$ cat config.mk
export PLATFORM = sky130hd
export DESIGN_NAME = bmol_loader
export DESIGN_NICKNAME = d
export VERILOG_FILES = /design/src/include/bmol_pkg.sv /design/src/logic/bmol_loader.sv
export SDC_FILE = /design/constraint.sdc
export NUM_CORES = 1
export LEC_CHECK = 0
export BUFFER_PORTS_ARGS = -buffer_cell sky130_fd_sc_hd__buf_2
export CAP_MARGIN = 20
export CELL_PAD_IN_SITES_DETAIL_PLACEMENT = 1
export CELL_PAD_IN_SITES_GLOBAL_PLACEMENT = 2
export CORE_MARGIN = 3
export CORE_UTILIZATION = 30
export DETAILED_ROUTE_END_ITERATION = 12
export GPL_TIMING_DRIVEN = 0
export PLACE_DENSITY_LB_ADDON = 0.1
export SLEW_MARGIN = 5
export SYNTH_ARGS = -nofsm -noshare
export SYNTH_HDL_FRONTEND = slang
export SYNTH_SLANG_ARGS = --single-unit
export TNS_END_PERCENT = 5
$ cat constraint.sdc
create_clock -name mclk -period 2.3 [get_ports mclk]
set_input_delay 0.115 -clock mclk [delete_from_list [all_inputs] [get_ports mclk]]
set_output_delay 0.115 -clock mclk [all_outputs]
set_load 0.05 [all_outputs]
$ cat src/include/bmol_pkg.sv
// Constants and types shared by the boot mode and option loader.
package bmol_pkg;
  localparam logic [31:0] SINGLE_VEC     = 32'hFFFF_FFFC;
  localparam logic [31:0] USER_VEC       = 32'hFF7F_FFFC;
  // Entry point of the factory serial loader; the value is arbitrary.
  localparam logic [31:0] SERIAL_VEC     = 32'hFFFF_0000;
  localparam logic [31:0] USER_BOOT_BYTES = 32'h0000_4000;
  localparam logic [31:0] ENDIAN_ADDR    = 32'hFFFF_FF80;
  localparam logic [31:0] SUP_OPT_ADDR   = 32'hFFFF_FF88;
  localparam logic [31:0] WDT_OPT_ADDR   = 32'hFFFF_FF8C;
  localparam logic [31:0] SYSCTL_OFF     = 32'h0000_0000;
  localparam logic [31:0] STATUS_OFF     = 32'h0000_0004;
  localparam logic [31:0] WDT_OPT_OFF    = 32'h0000_0008;
  localparam logic [31:0] SUP_OPT_OFF    = 32'h0000_000C;
  localparam int          ROM_EN_BIT     = 0;
  localparam int          EXT_BUS_BIT    = 1;
  localparam logic        ROM_EN_RST     = 1'b1;
  localparam logic        EXT_BUS_RST    = 1'b0;
  localparam logic [31:0] OPT_WORD_RST   = 32'hFFFF_FFFF;
  localparam int          IND_WDT_START_BIT = 1;
  localparam int          IND_WDT_SET_LSB   = 2;
  localparam int          WDT_START_BIT     = 17;
  localparam int          WDT_SET_LSB       = 18;
  localparam int          LV_MON_BIT        = 2;
  localparam int          FAST_OSC_BIT      = 8;
  localparam logic [2:0]  ENDIAN_BIG     = 3'h0;
  localparam logic [1:0]  SETTLE_CYC     = 2'h3;
  localparam logic [1:0]  RESP_OKAY      = 2'h0;
  localparam logic [1:0]  RESP_SLVERR    = 2'h2;

  typedef enum logic [1:0] {BM_SINGLE, BM_SERIAL, BM_USER} bmol_mode_t;

  typedef struct packed {
    bmol_mode_t  mode;
    logic [31:0] start_vec;
    logic        boot_area_wr_en;
    logic        big_endian;
    logic        done;
  } bmol_boot_t;

  typedef struct packed {
    logic        ind_wdt_start;
    logic [14:0] ind_wdt_set;
    logic        wdt_start;
    logic [13:0] wdt_set;
    logic        lv_mon_on;
    logic        fast_osc_on;
  } bmol_opt_t;
endpackage

$ cat src/logic/bmol_loader.sv
// Boot mode and option loader: strap sampling, option word fetch and system control bits.
//
// The implementer's own choice: the AXI4-Lite register port.
`timescale 1ns/1ns
// Summary of operation
// RQ1 - Boot mode from mode-select and boot-option pins.
// RQ2 - Mode-select high: single-chip, reset vector start.
// RQ3 - Both low: serial boot, loader may program.
// RQ4 - Select low, option high: user boot vector.
// RQ5 - Separate 16KB user boot area holds loader.
// RQ6 - After reset ROM enable 1, bus 0.
// RQ7 - ROM enable clear disables on-chip flash.
// RQ8 - External bus enable bit enables external bus.
// RQ9 - Cleared ROM enable cannot be set again.
// RQ10 - Option words read at boot set behaviour.
// RQ11 - Option word may autostart independent watchdog.
// RQ12 - Option word may autostart main watchdog.
// RQ13 - Supply word may enable voltage monitor zero.
// RQ14 - Option word powers fast oscillator or not.
// RQ15 - Endian word sets data endianness from boot.
// RQ16 - Programmer writes unused option bits as one.
// RQ17 - Programmer stores user boot codes first.
// RQ18 - Emulator overrides mode and option pin levels.
// RQ19 - Debug enable low; emulator drives it high.
// RQ20 - Pins sampled once at reset release.
module bmol_loader (
  input  wire logic                mclk,
  input  wire logic                rst,
  input  wire logic [31:0]         s_axi_awaddr,
  input  wire logic                s_axi_awvalid,
  output logic                     s_axi_awready,
  input  wire logic [31:0]         s_axi_wdata,
  input  wire logic [3:0]          s_axi_wstrb,
  input  wire logic                s_axi_wvalid,
  output logic                     s_axi_wready,
  output logic [1:0]               s_axi_bresp,
  output logic                     s_axi_bvalid,
  input  wire logic                s_axi_bready,
  input  wire logic [31:0]         s_axi_araddr,
  input  wire logic                s_axi_arvalid,
  output logic                     s_axi_arready,
  output logic [31:0]              s_axi_rdata,
  output logic [1:0]               s_axi_rresp,
  output logic                     s_axi_rvalid,
  input  wire logic                s_axi_rready,
  input  wire logic                boot_mode_select_pin,
  input  wire logic                boot_option_port_pin,
  input  wire logic                debug_enable_pin,
  output logic                     opt_rd,
  output logic [31:0]              opt_addr,
  input  wire logic [31:0]         opt_rdata,
  input  wire logic                opt_rvalid,
  output bmol_pkg::bmol_boot_t     boot_cfg,
  output bmol_pkg::bmol_opt_t      opt_cfg,
  output logic                     onchip_rom_enable,
  output logic                     external_bus_enable
);
  import bmol_pkg::*;

  typedef enum logic [2:0] {ST_SETTLE, ST_STRAP, ST_RD_WDT, ST_RD_SUP, ST_RD_END, ST_DONE} bmol_state_t;

  // An option feature is on when its bit is programmed to zero, so blank flash keeps it off.
  function automatic logic opt_on(input logic [31:0] w, input int b);
    opt_on = ~w[b];
  endfunction

  ////////////////////////////////////////////////////////////////////////////////
  logic [2:0]  sel_s;
  logic [2:0]  po_s;
  logic [2:0]  de_s;
  bmol_state_t state_r;
  logic [1:0]  settle_r;
  logic [31:0] wdt_word_r;
  logic [31:0] sup_word_r;
  logic [31:0] end_word_r;
  logic        aw_got_r;
  logic        w_got_r;
  logic [31:0] aw_addr_r;
  logic [31:0] w_data_r;
  logic [3:0]  w_strb_r;
  logic [31:0] rd_nxt;
  logic        rd_ok;
  logic        wr_fire;
  logic        wr_ok;
  logic        rom_en_nxt;

  // Pin inputs pass three flops; a strap level counts once the second and third agree, debug is read from the third alone.
  always_ff @(posedge mclk) begin
    sel_s <= {sel_s[1:0], boot_mode_select_pin};
    po_s <= {po_s[1:0], boot_option_port_pin};
    de_s <= {de_s[1:0], debug_enable_pin};
  end

  ////////////////////////////////////////////////////////////////////////////////
  // Boot sequence: settle, latch straps, then fetch the three option words.
  always_ff @(posedge mclk) begin
    if (rst) begin
      state_r  <= ST_SETTLE;
      settle_r <= '0;
      opt_rd   <= 1'b0;
      opt_addr <= '0;
    end else begin
      case (state_r)
        ST_SETTLE: begin
          settle_r <= settle_r + 2'h1;
          if (settle_r == SETTLE_CYC) begin
            state_r <= ST_STRAP;
          end
        end
        ST_STRAP: begin
          if (sel_s[1] == sel_s[2] && po_s[1] == po_s[2]) begin
            state_r  <= ST_RD_WDT;
            opt_rd   <= 1'b1;
            opt_addr <= WDT_OPT_ADDR;
          end
        end
        ST_RD_WDT: begin
          if (opt_rvalid) begin
            state_r  <= ST_RD_SUP;
            opt_addr <= SUP_OPT_ADDR;
          end
        end
        ST_RD_SUP: begin
          if (opt_rvalid) begin
            state_r  <= ST_RD_END;
            opt_addr <= ENDIAN_ADDR;
          end
        end
        ST_RD_END: begin
          if (opt_rvalid) begin
            state_r <= ST_DONE;
            opt_rd  <= 1'b0;
          end
        end
        ST_DONE: begin
          state_r <= ST_DONE;
        end
        default: begin
          state_r <= ST_SETTLE;
        end
      endcase
    end
  end

  // Option words are caught as they arrive; all-ones means every feature off.
  always_ff @(posedge mclk) begin
    if (rst) begin
      wdt_word_r <= OPT_WORD_RST;
      sup_word_r <= OPT_WORD_RST;
      end_word_r <= OPT_WORD_RST;
    end else if (opt_rvalid) begin
      if (state_r == ST_RD_WDT) begin
        wdt_word_r <= opt_rdata; // RQ10
      end
      if (state_r == ST_RD_SUP) begin
        sup_word_r <= opt_rdata; // RQ10
      end
      if (state_r == ST_RD_END) begin
        end_word_r <= opt_rdata; // RQ10
      end
    end
  end

  ////////////////////////////////////////////////////////////////////////////////
  // Boot mode is latched once per reset and then frozen.
  always_ff @(posedge mclk) begin
    if (rst) begin
      boot_cfg <= '{mode: BM_SINGLE, start_vec: SINGLE_VEC, default: 1'b0};
    end else if (state_r == ST_STRAP && sel_s[1] == sel_s[2] && po_s[1] == po_s[2]) begin // RQ20
      if (sel_s[2]) begin // RQ1
        boot_cfg.mode      <= BM_SINGLE; // RQ2
        boot_cfg.start_vec <= SINGLE_VEC; // RQ2
      end else if (!po_s[2]) begin
        boot_cfg.mode            <= BM_SERIAL; // RQ3
        boot_cfg.start_vec       <= SERIAL_VEC; // RQ3
        boot_cfg.boot_area_wr_en <= 1'b1; // RQ5
      end else begin
        boot_cfg.mode      <= BM_USER; // RQ4
        boot_cfg.start_vec <= USER_VEC; // RQ4
      end
    end else if (state_r == ST_RD_END && opt_rvalid) begin
      boot_cfg.big_endian <= (opt_rdata[2:0] == ENDIAN_BIG); // RQ15
      boot_cfg.done       <= 1'b1;
    end
  end

  // Watchdog, monitor and oscillator enables go out together when the last word lands.
  always_ff @(posedge mclk) begin
    if (rst) begin
      opt_cfg <= '0;
    end else if (state_r == ST_RD_END && opt_rvalid) begin
      opt_cfg.ind_wdt_start <= opt_on(wdt_word_r, IND_WDT_START_BIT); // RQ11
      opt_cfg.ind_wdt_set   <= wdt_word_r[IND_WDT_SET_LSB +: 15]; // RQ11
      opt_cfg.wdt_start     <= opt_on(wdt_word_r, WDT_START_BIT); // RQ12
      opt_cfg.wdt_set       <= wdt_word_r[WDT_SET_LSB +: 14]; // RQ12
      opt_cfg.lv_mon_on     <= opt_on(sup_word_r, LV_MON_BIT); // RQ13
      opt_cfg.fast_osc_on   <= opt_on(sup_word_r, FAST_OSC_BIT); // RQ14
    end
  end

  ////////////////////////////////////////////////////////////////////////////////
  // Write channel: address and data accepted in either order, answer follows both.
  assign wr_fire = aw_got_r && w_got_r && !s_axi_bvalid;
  assign wr_ok   = (aw_addr_r == SYSCTL_OFF) || (aw_addr_r == STATUS_OFF)
                || (aw_addr_r == WDT_OPT_OFF) || (aw_addr_r == SUP_OPT_OFF) || (aw_addr_r == ENDIAN_ADDR);

  always_ff @(posedge mclk) begin
    if (rst) begin
      aw_got_r      <= 1'b0;
      w_got_r       <= 1'b0;
      aw_addr_r     <= '0;
      w_data_r      <= '0;
      w_strb_r      <= '0;
      s_axi_awready <= 1'b0;
      s_axi_wready  <= 1'b0;
      s_axi_bvalid  <= 1'b0;
      s_axi_bresp   <= RESP_OKAY;
    end else begin
      s_axi_awready <= !aw_got_r && !(s_axi_awvalid && s_axi_awready);
      s_axi_wready  <= !w_got_r && !(s_axi_wvalid && s_axi_wready);
      if (s_axi_awvalid && s_axi_awready) begin
        aw_got_r  <= 1'b1;
        aw_addr_r <= s_axi_awaddr;
      end
      if (s_axi_wvalid && s_axi_wready) begin
        w_got_r  <= 1'b1;
        w_data_r <= s_axi_wdata;
        w_strb_r <= s_axi_wstrb;
      end
      if (wr_fire) begin
        s_axi_bvalid <= 1'b1;
        s_axi_bresp  <= wr_ok ? RESP_OKAY : RESP_SLVERR;
      end else if (s_axi_bvalid && s_axi_bready) begin
        s_axi_bvalid <= 1'b0;
        aw_got_r     <= 1'b0;
        w_got_r      <= 1'b0;
      end
    end
  end

  // Once cleared, the ROM enable can only stay clear until the next reset.
  assign rom_en_nxt = onchip_rom_enable & w_data_r[ROM_EN_BIT]; // RQ9

  always_ff @(posedge mclk) begin
    if (rst) begin
      onchip_rom_enable   <= ROM_EN_RST; // RQ6
      external_bus_enable <= EXT_BUS_RST; // RQ6
    end else if (wr_fire && aw_addr_r == SYSCTL_OFF && w_strb_r[0]) begin
      onchip_rom_enable   <= rom_en_nxt; // RQ7
      external_bus_enable <= w_data_r[EXT_BUS_BIT]; // RQ8
    end
  end

  ////////////////////////////////////////////////////////////////////////////////
  // Read channel: one-cycle answer after the address is taken.
  always_comb begin
    rd_nxt = '0;
    rd_ok  = 1'b1;
    case (s_axi_araddr)
      SYSCTL_OFF:  rd_nxt = {30'h0, external_bus_enable, onchip_rom_enable};
      STATUS_OFF:  rd_nxt = {25'h0, external_bus_enable, onchip_rom_enable, de_s[2],
                             boot_cfg.big_endian, boot_cfg.done, boot_cfg.mode};
      WDT_OPT_OFF: rd_nxt = wdt_word_r;
      SUP_OPT_OFF: rd_nxt = sup_word_r;
      ENDIAN_ADDR: rd_nxt = end_word_r;
      default:     rd_ok  = 1'b0;
    endcase
  end

  always_ff @(posedge mclk) begin
    if (rst) begin
      s_axi_arready <= 1'b0;
      s_axi_rvalid  <= 1'b0;
      s_axi_rdata   <= '0;
      s_axi_rresp   <= RESP_OKAY;
    end else begin
      s_axi_arready <= !s_axi_rvalid && !(s_axi_arvalid && s_axi_arready);
      if (s_axi_arvalid && s_axi_arready) begin
        s_axi_rvalid <= 1'b1;
        s_axi_rdata  <= rd_nxt;
        s_axi_rresp  <= rd_ok ? RESP_OKAY : RESP_SLVERR;
      end else if (s_axi_rvalid && s_axi_rready) begin
        s_axi_rvalid <= 1'b0;
      end
    end
  end
endmodule

==> impl_results.md <==
- Syn_area_per_cell: 8.81 µm²
- Skew final: 0.0126 ns
- Critical path, cell by cell: nand2_1, nor3b_2, clkbuf_2, buf_4, buf_2, a21oi_1, nor2_1
- Final antenna-violating net count: 0
- Die X-Extent: 185 µm
- Delay of the slowest critical-path stage: 0.43 ns
- Post-CTS setup buffer count: 0
- Met1 Wirelength: 16000 µm
- Core ar.: 0.0316 mm²
- Synth area leader: dfxtp_1
- Port Buffers: 229
- First-pass GRT wire length: 54000 µm
- H-Tree Depth: 1
- RSZ-0062 raised after global routing: false
- Synth warnings: 0
- Cell area after synthesis: 0.00965 mm²
- Maximum fanout along the worst path: 10
- P_leak: 5.45 nW
- Drt drc: 0
- CTS Buffer Depth: 3
- Area Growth Syn to Fin: 35.5%
- Outcome: completed
- Sequential Power Share: 43.8%
- Setup-failing EPs final: 0
- Total power: 9.62 mW
- Worst slew pin tran: 1.04 ns
- Final min period: 2.15 ns
- Num rows: 65
- Met2 WL post-DR: 17200 µm
- TritonCTS Buffers: 27
- Max_slew headroom: 30.2%
- Ys flop type: dfxtp_1
- Via count: 9126
- Hold_ws: 0.0496 ns
- WL final: 35500 µm
- Comb pwr share: 12.8%
- Fin nets: 1598
- Required time worst endpoint: 2.76 ns
- Number of global-route vias before repair: 9440
- Full die area: 0.0343 mm²
- Initial antenna violation count: 2
- Initial DRC count: 496
- Post-synthesis sequential area ratio: 48.1%
- Final Hold Fails: 0
- Largest net degree at the start of global routing: 27
- Total grt overflow: 0
- Setup TNS: 0 ns
- Core Util, Final: 41.3%
- Inst Count DP: 1748
- Clock share of power: 43.5%
- Clock sink total: 232
- Yosys cell types: 49
- Top sig layer: met5
- Clock-pin slew on the worst setup and hold paths: 0.06 ns
- Slew Limit Fails: 0
- Worst setup margin: 0.150 ns
- Post-DP Area: 0.0114 mm²
- Chip height: 185 µm
- Crit path kind: flop to flop
- Power Internal: 7.08 mW
- Fraction of layout cells with a size suffix above 1: 25.6%
- Switching power: 2.54 mW
- Path type of the worst min-delay path: input port to flop
- Placed wire-length estimate: 26000 µm
- Slowest CP cell: dfxtp_1
- Gr usage total: 20.1%
- Setup WS pre-CTS: -0.216 ns
- Placer's final routability congestion estimate: 0.777
- Drt pass-1 iters: 5
- Synth top area cells: dfxtp_1 (48%), nand2_1 (9.0%), a211o_1 (5.8%), buf_4 (5.0%), nor2b_1 (4.4%)
- Sw Ratio: 26.4%
- Post-synth ARST share: 0%
- Share of the synthesized area in the top cell type: 48.1%
- CTS tree: built
- Cell area after layout: 0.0131 mm²
- Ports: 289
- Arrival time worst endpoint: 2.61 ns
- Via-per-instance ratio: 4.86
- Wire length on met3: 1490 µm
- Critical Path End Type: flop
- PD cells: 736 mW/mm²
- Initial Util: 30.5%
- Root buffer cell: clkbuf_16
- Worst vdd ir: 562 µV
- Worst-Skew Late Latency: 0.53 ns
- Tcrit/Tclk final: 93.5%
- Post-synth EDFFs: 0
- Critical path launch point type: flop
- Wire length per cell: 18.9 µm
- Fmax: 0.465 GHz
- Gate Count Post-Synth: 1095
- Synth Register Bits: 232
- Post-Layout Cell Count: 1876
- Maxcap violations: 0
-- flip-flops by register name (all words and copies together), names as in the netlist, 2 cells and up --
| register | flops |
|---|---|
| wdt_word_r | 32 |
| s_axi_rdata | 32 |
| settle_r | 2 |
| boot_cfg | 7 |
| w_data_r | 2 |
| po_s | 3 |
| aw_addr_r | 32 |
| sup_word_r | 32 |
| opt_addr | 3 |
| opt_cfg | 33 |
| state_r | 3 |
| end_word_r | 32 |
| de_s | 3 |
| sel_s | 3 |
-- cell usage in the layout (no fill, tap or decap), types with 11 or more instances in the layout --
cell type      count
dfxtp_1          232
clkbuf_1          49
nor2b_1           68
clkbuf_8          11
and2_1            27
nand4_1           14
nor4_1            14
dlygate4sd3_1     79
buf_2            238
a21oi_1           77
clkbuf_2          11
nor2_1            34
clkbuf_16         27
a211o_1           64
nor3_1            14
nand2_1          231
o21ai_1           30
buf_4             64
and3_1            25
a222oi_1          30
nand3b_1          34
conb_1            24
-- per-layer routing --
metal	vias to the layer above	GRT usage [%]
met5	-	0
met4	2	4.95
met3	48	3.00
met2	214	35.7
met1	4413	25.7
li1	4449	-
-- critical path: cells and delay by family, from the launching register on --
kind	cells	cell delay, ns
buffers and inverters	3	0.92
AND/OR/NAND/NOR	3	0.67
flip-flops	1	0.43
AO/OA/AOI/OAI	1	0.07
-- synth_stat cells (all sizes together), types with 2 or more instances --
master / number
a211o: 64
a211oi: 7
a21o: 2
a21oi: 77
a222oi: 30
and2: 27
and3: 25
buf: 84
clkbuf: 56
conb: 2
dfxtp: 232
inv: 3
mux2: 5
mux2i: 2
mux4: 2
nand2: 231
nand2b: 5
nand3: 6
nand3b: 34
nand4: 14
nand4b: 4
nor2: 35
nor2b: 68
nor3: 16
nor4: 15
o21ai: 33
xnor2: 3
-- cells by family (layout without fill, tap and decap cells) --
group	count (synthesis)	count (layout)	share of synthesized area, %
flip-flops	232	232	48.1
other	2	25	0.0779
AO/OA/AOI/OAI	218	218	15.8
multiplexers	9	9	1.34
AND/OR/NAND/NOR	487	487	25.6
adder cells (fa/ha/maj)	1	1	0.130
buffers and inverters	143	499	8.63
XOR/XNOR	3	3	0.272
-- final timing paths --
check,end,depth (start not counted),slack (ns),start
setup / recovery,state_r[2],7,0.15,state_r[1]
hold / removal,s_axi_arready,3,0.05,s_axi_arvalid
setup reg to reg,state_r[2],7,0.15,state_r[1]
hold reg to reg,de_s[1],0,0.32,de_s[0]
-- cell type report --
| class | count | area [µm²] |
|---|---|---|
| repair buffers | 308 | 1940 |
| well taps | 402 | 503 |
| multi-input cells | 742 | 4260 |
| fillers | 3768 | 18600 |
| plain buffers | 140 | 836 |
| clock inverters | 6 | 30.0 |
| diodes | 1 | 2.50 |
| inverters | 3 | 11.3 |
| flip-flops and latches | 232 | 4640 |
| clock buffers | 42 | 842 |
-- power groups by stage --
stage | clock network, mW | registers [mW] | logic (mW)
final | 4.18 | 4.21 | 1.23
after global placement | 0 | 4.30 | 1.12
after detailed placement | 0 | 4.30 | 1.13
after floorplan | 0 | 4.35 | 0.716
after global routing | 4.45 | 4.23 | 1.33
after CTS | 4.29 | 4.21 | 1.24
-- timing repair --
| item | 4_1_cts | 5_1_grt |
|---|---|---|
| hold buffers | 79 | 0 |
| endpoints found under the setup margin | 70 | 98 |
| hold endpoints to repair | 142 | 0 |
| resized for setup | 7 | 14 |
Note: power is estimated with default switching activity, not from simulation.
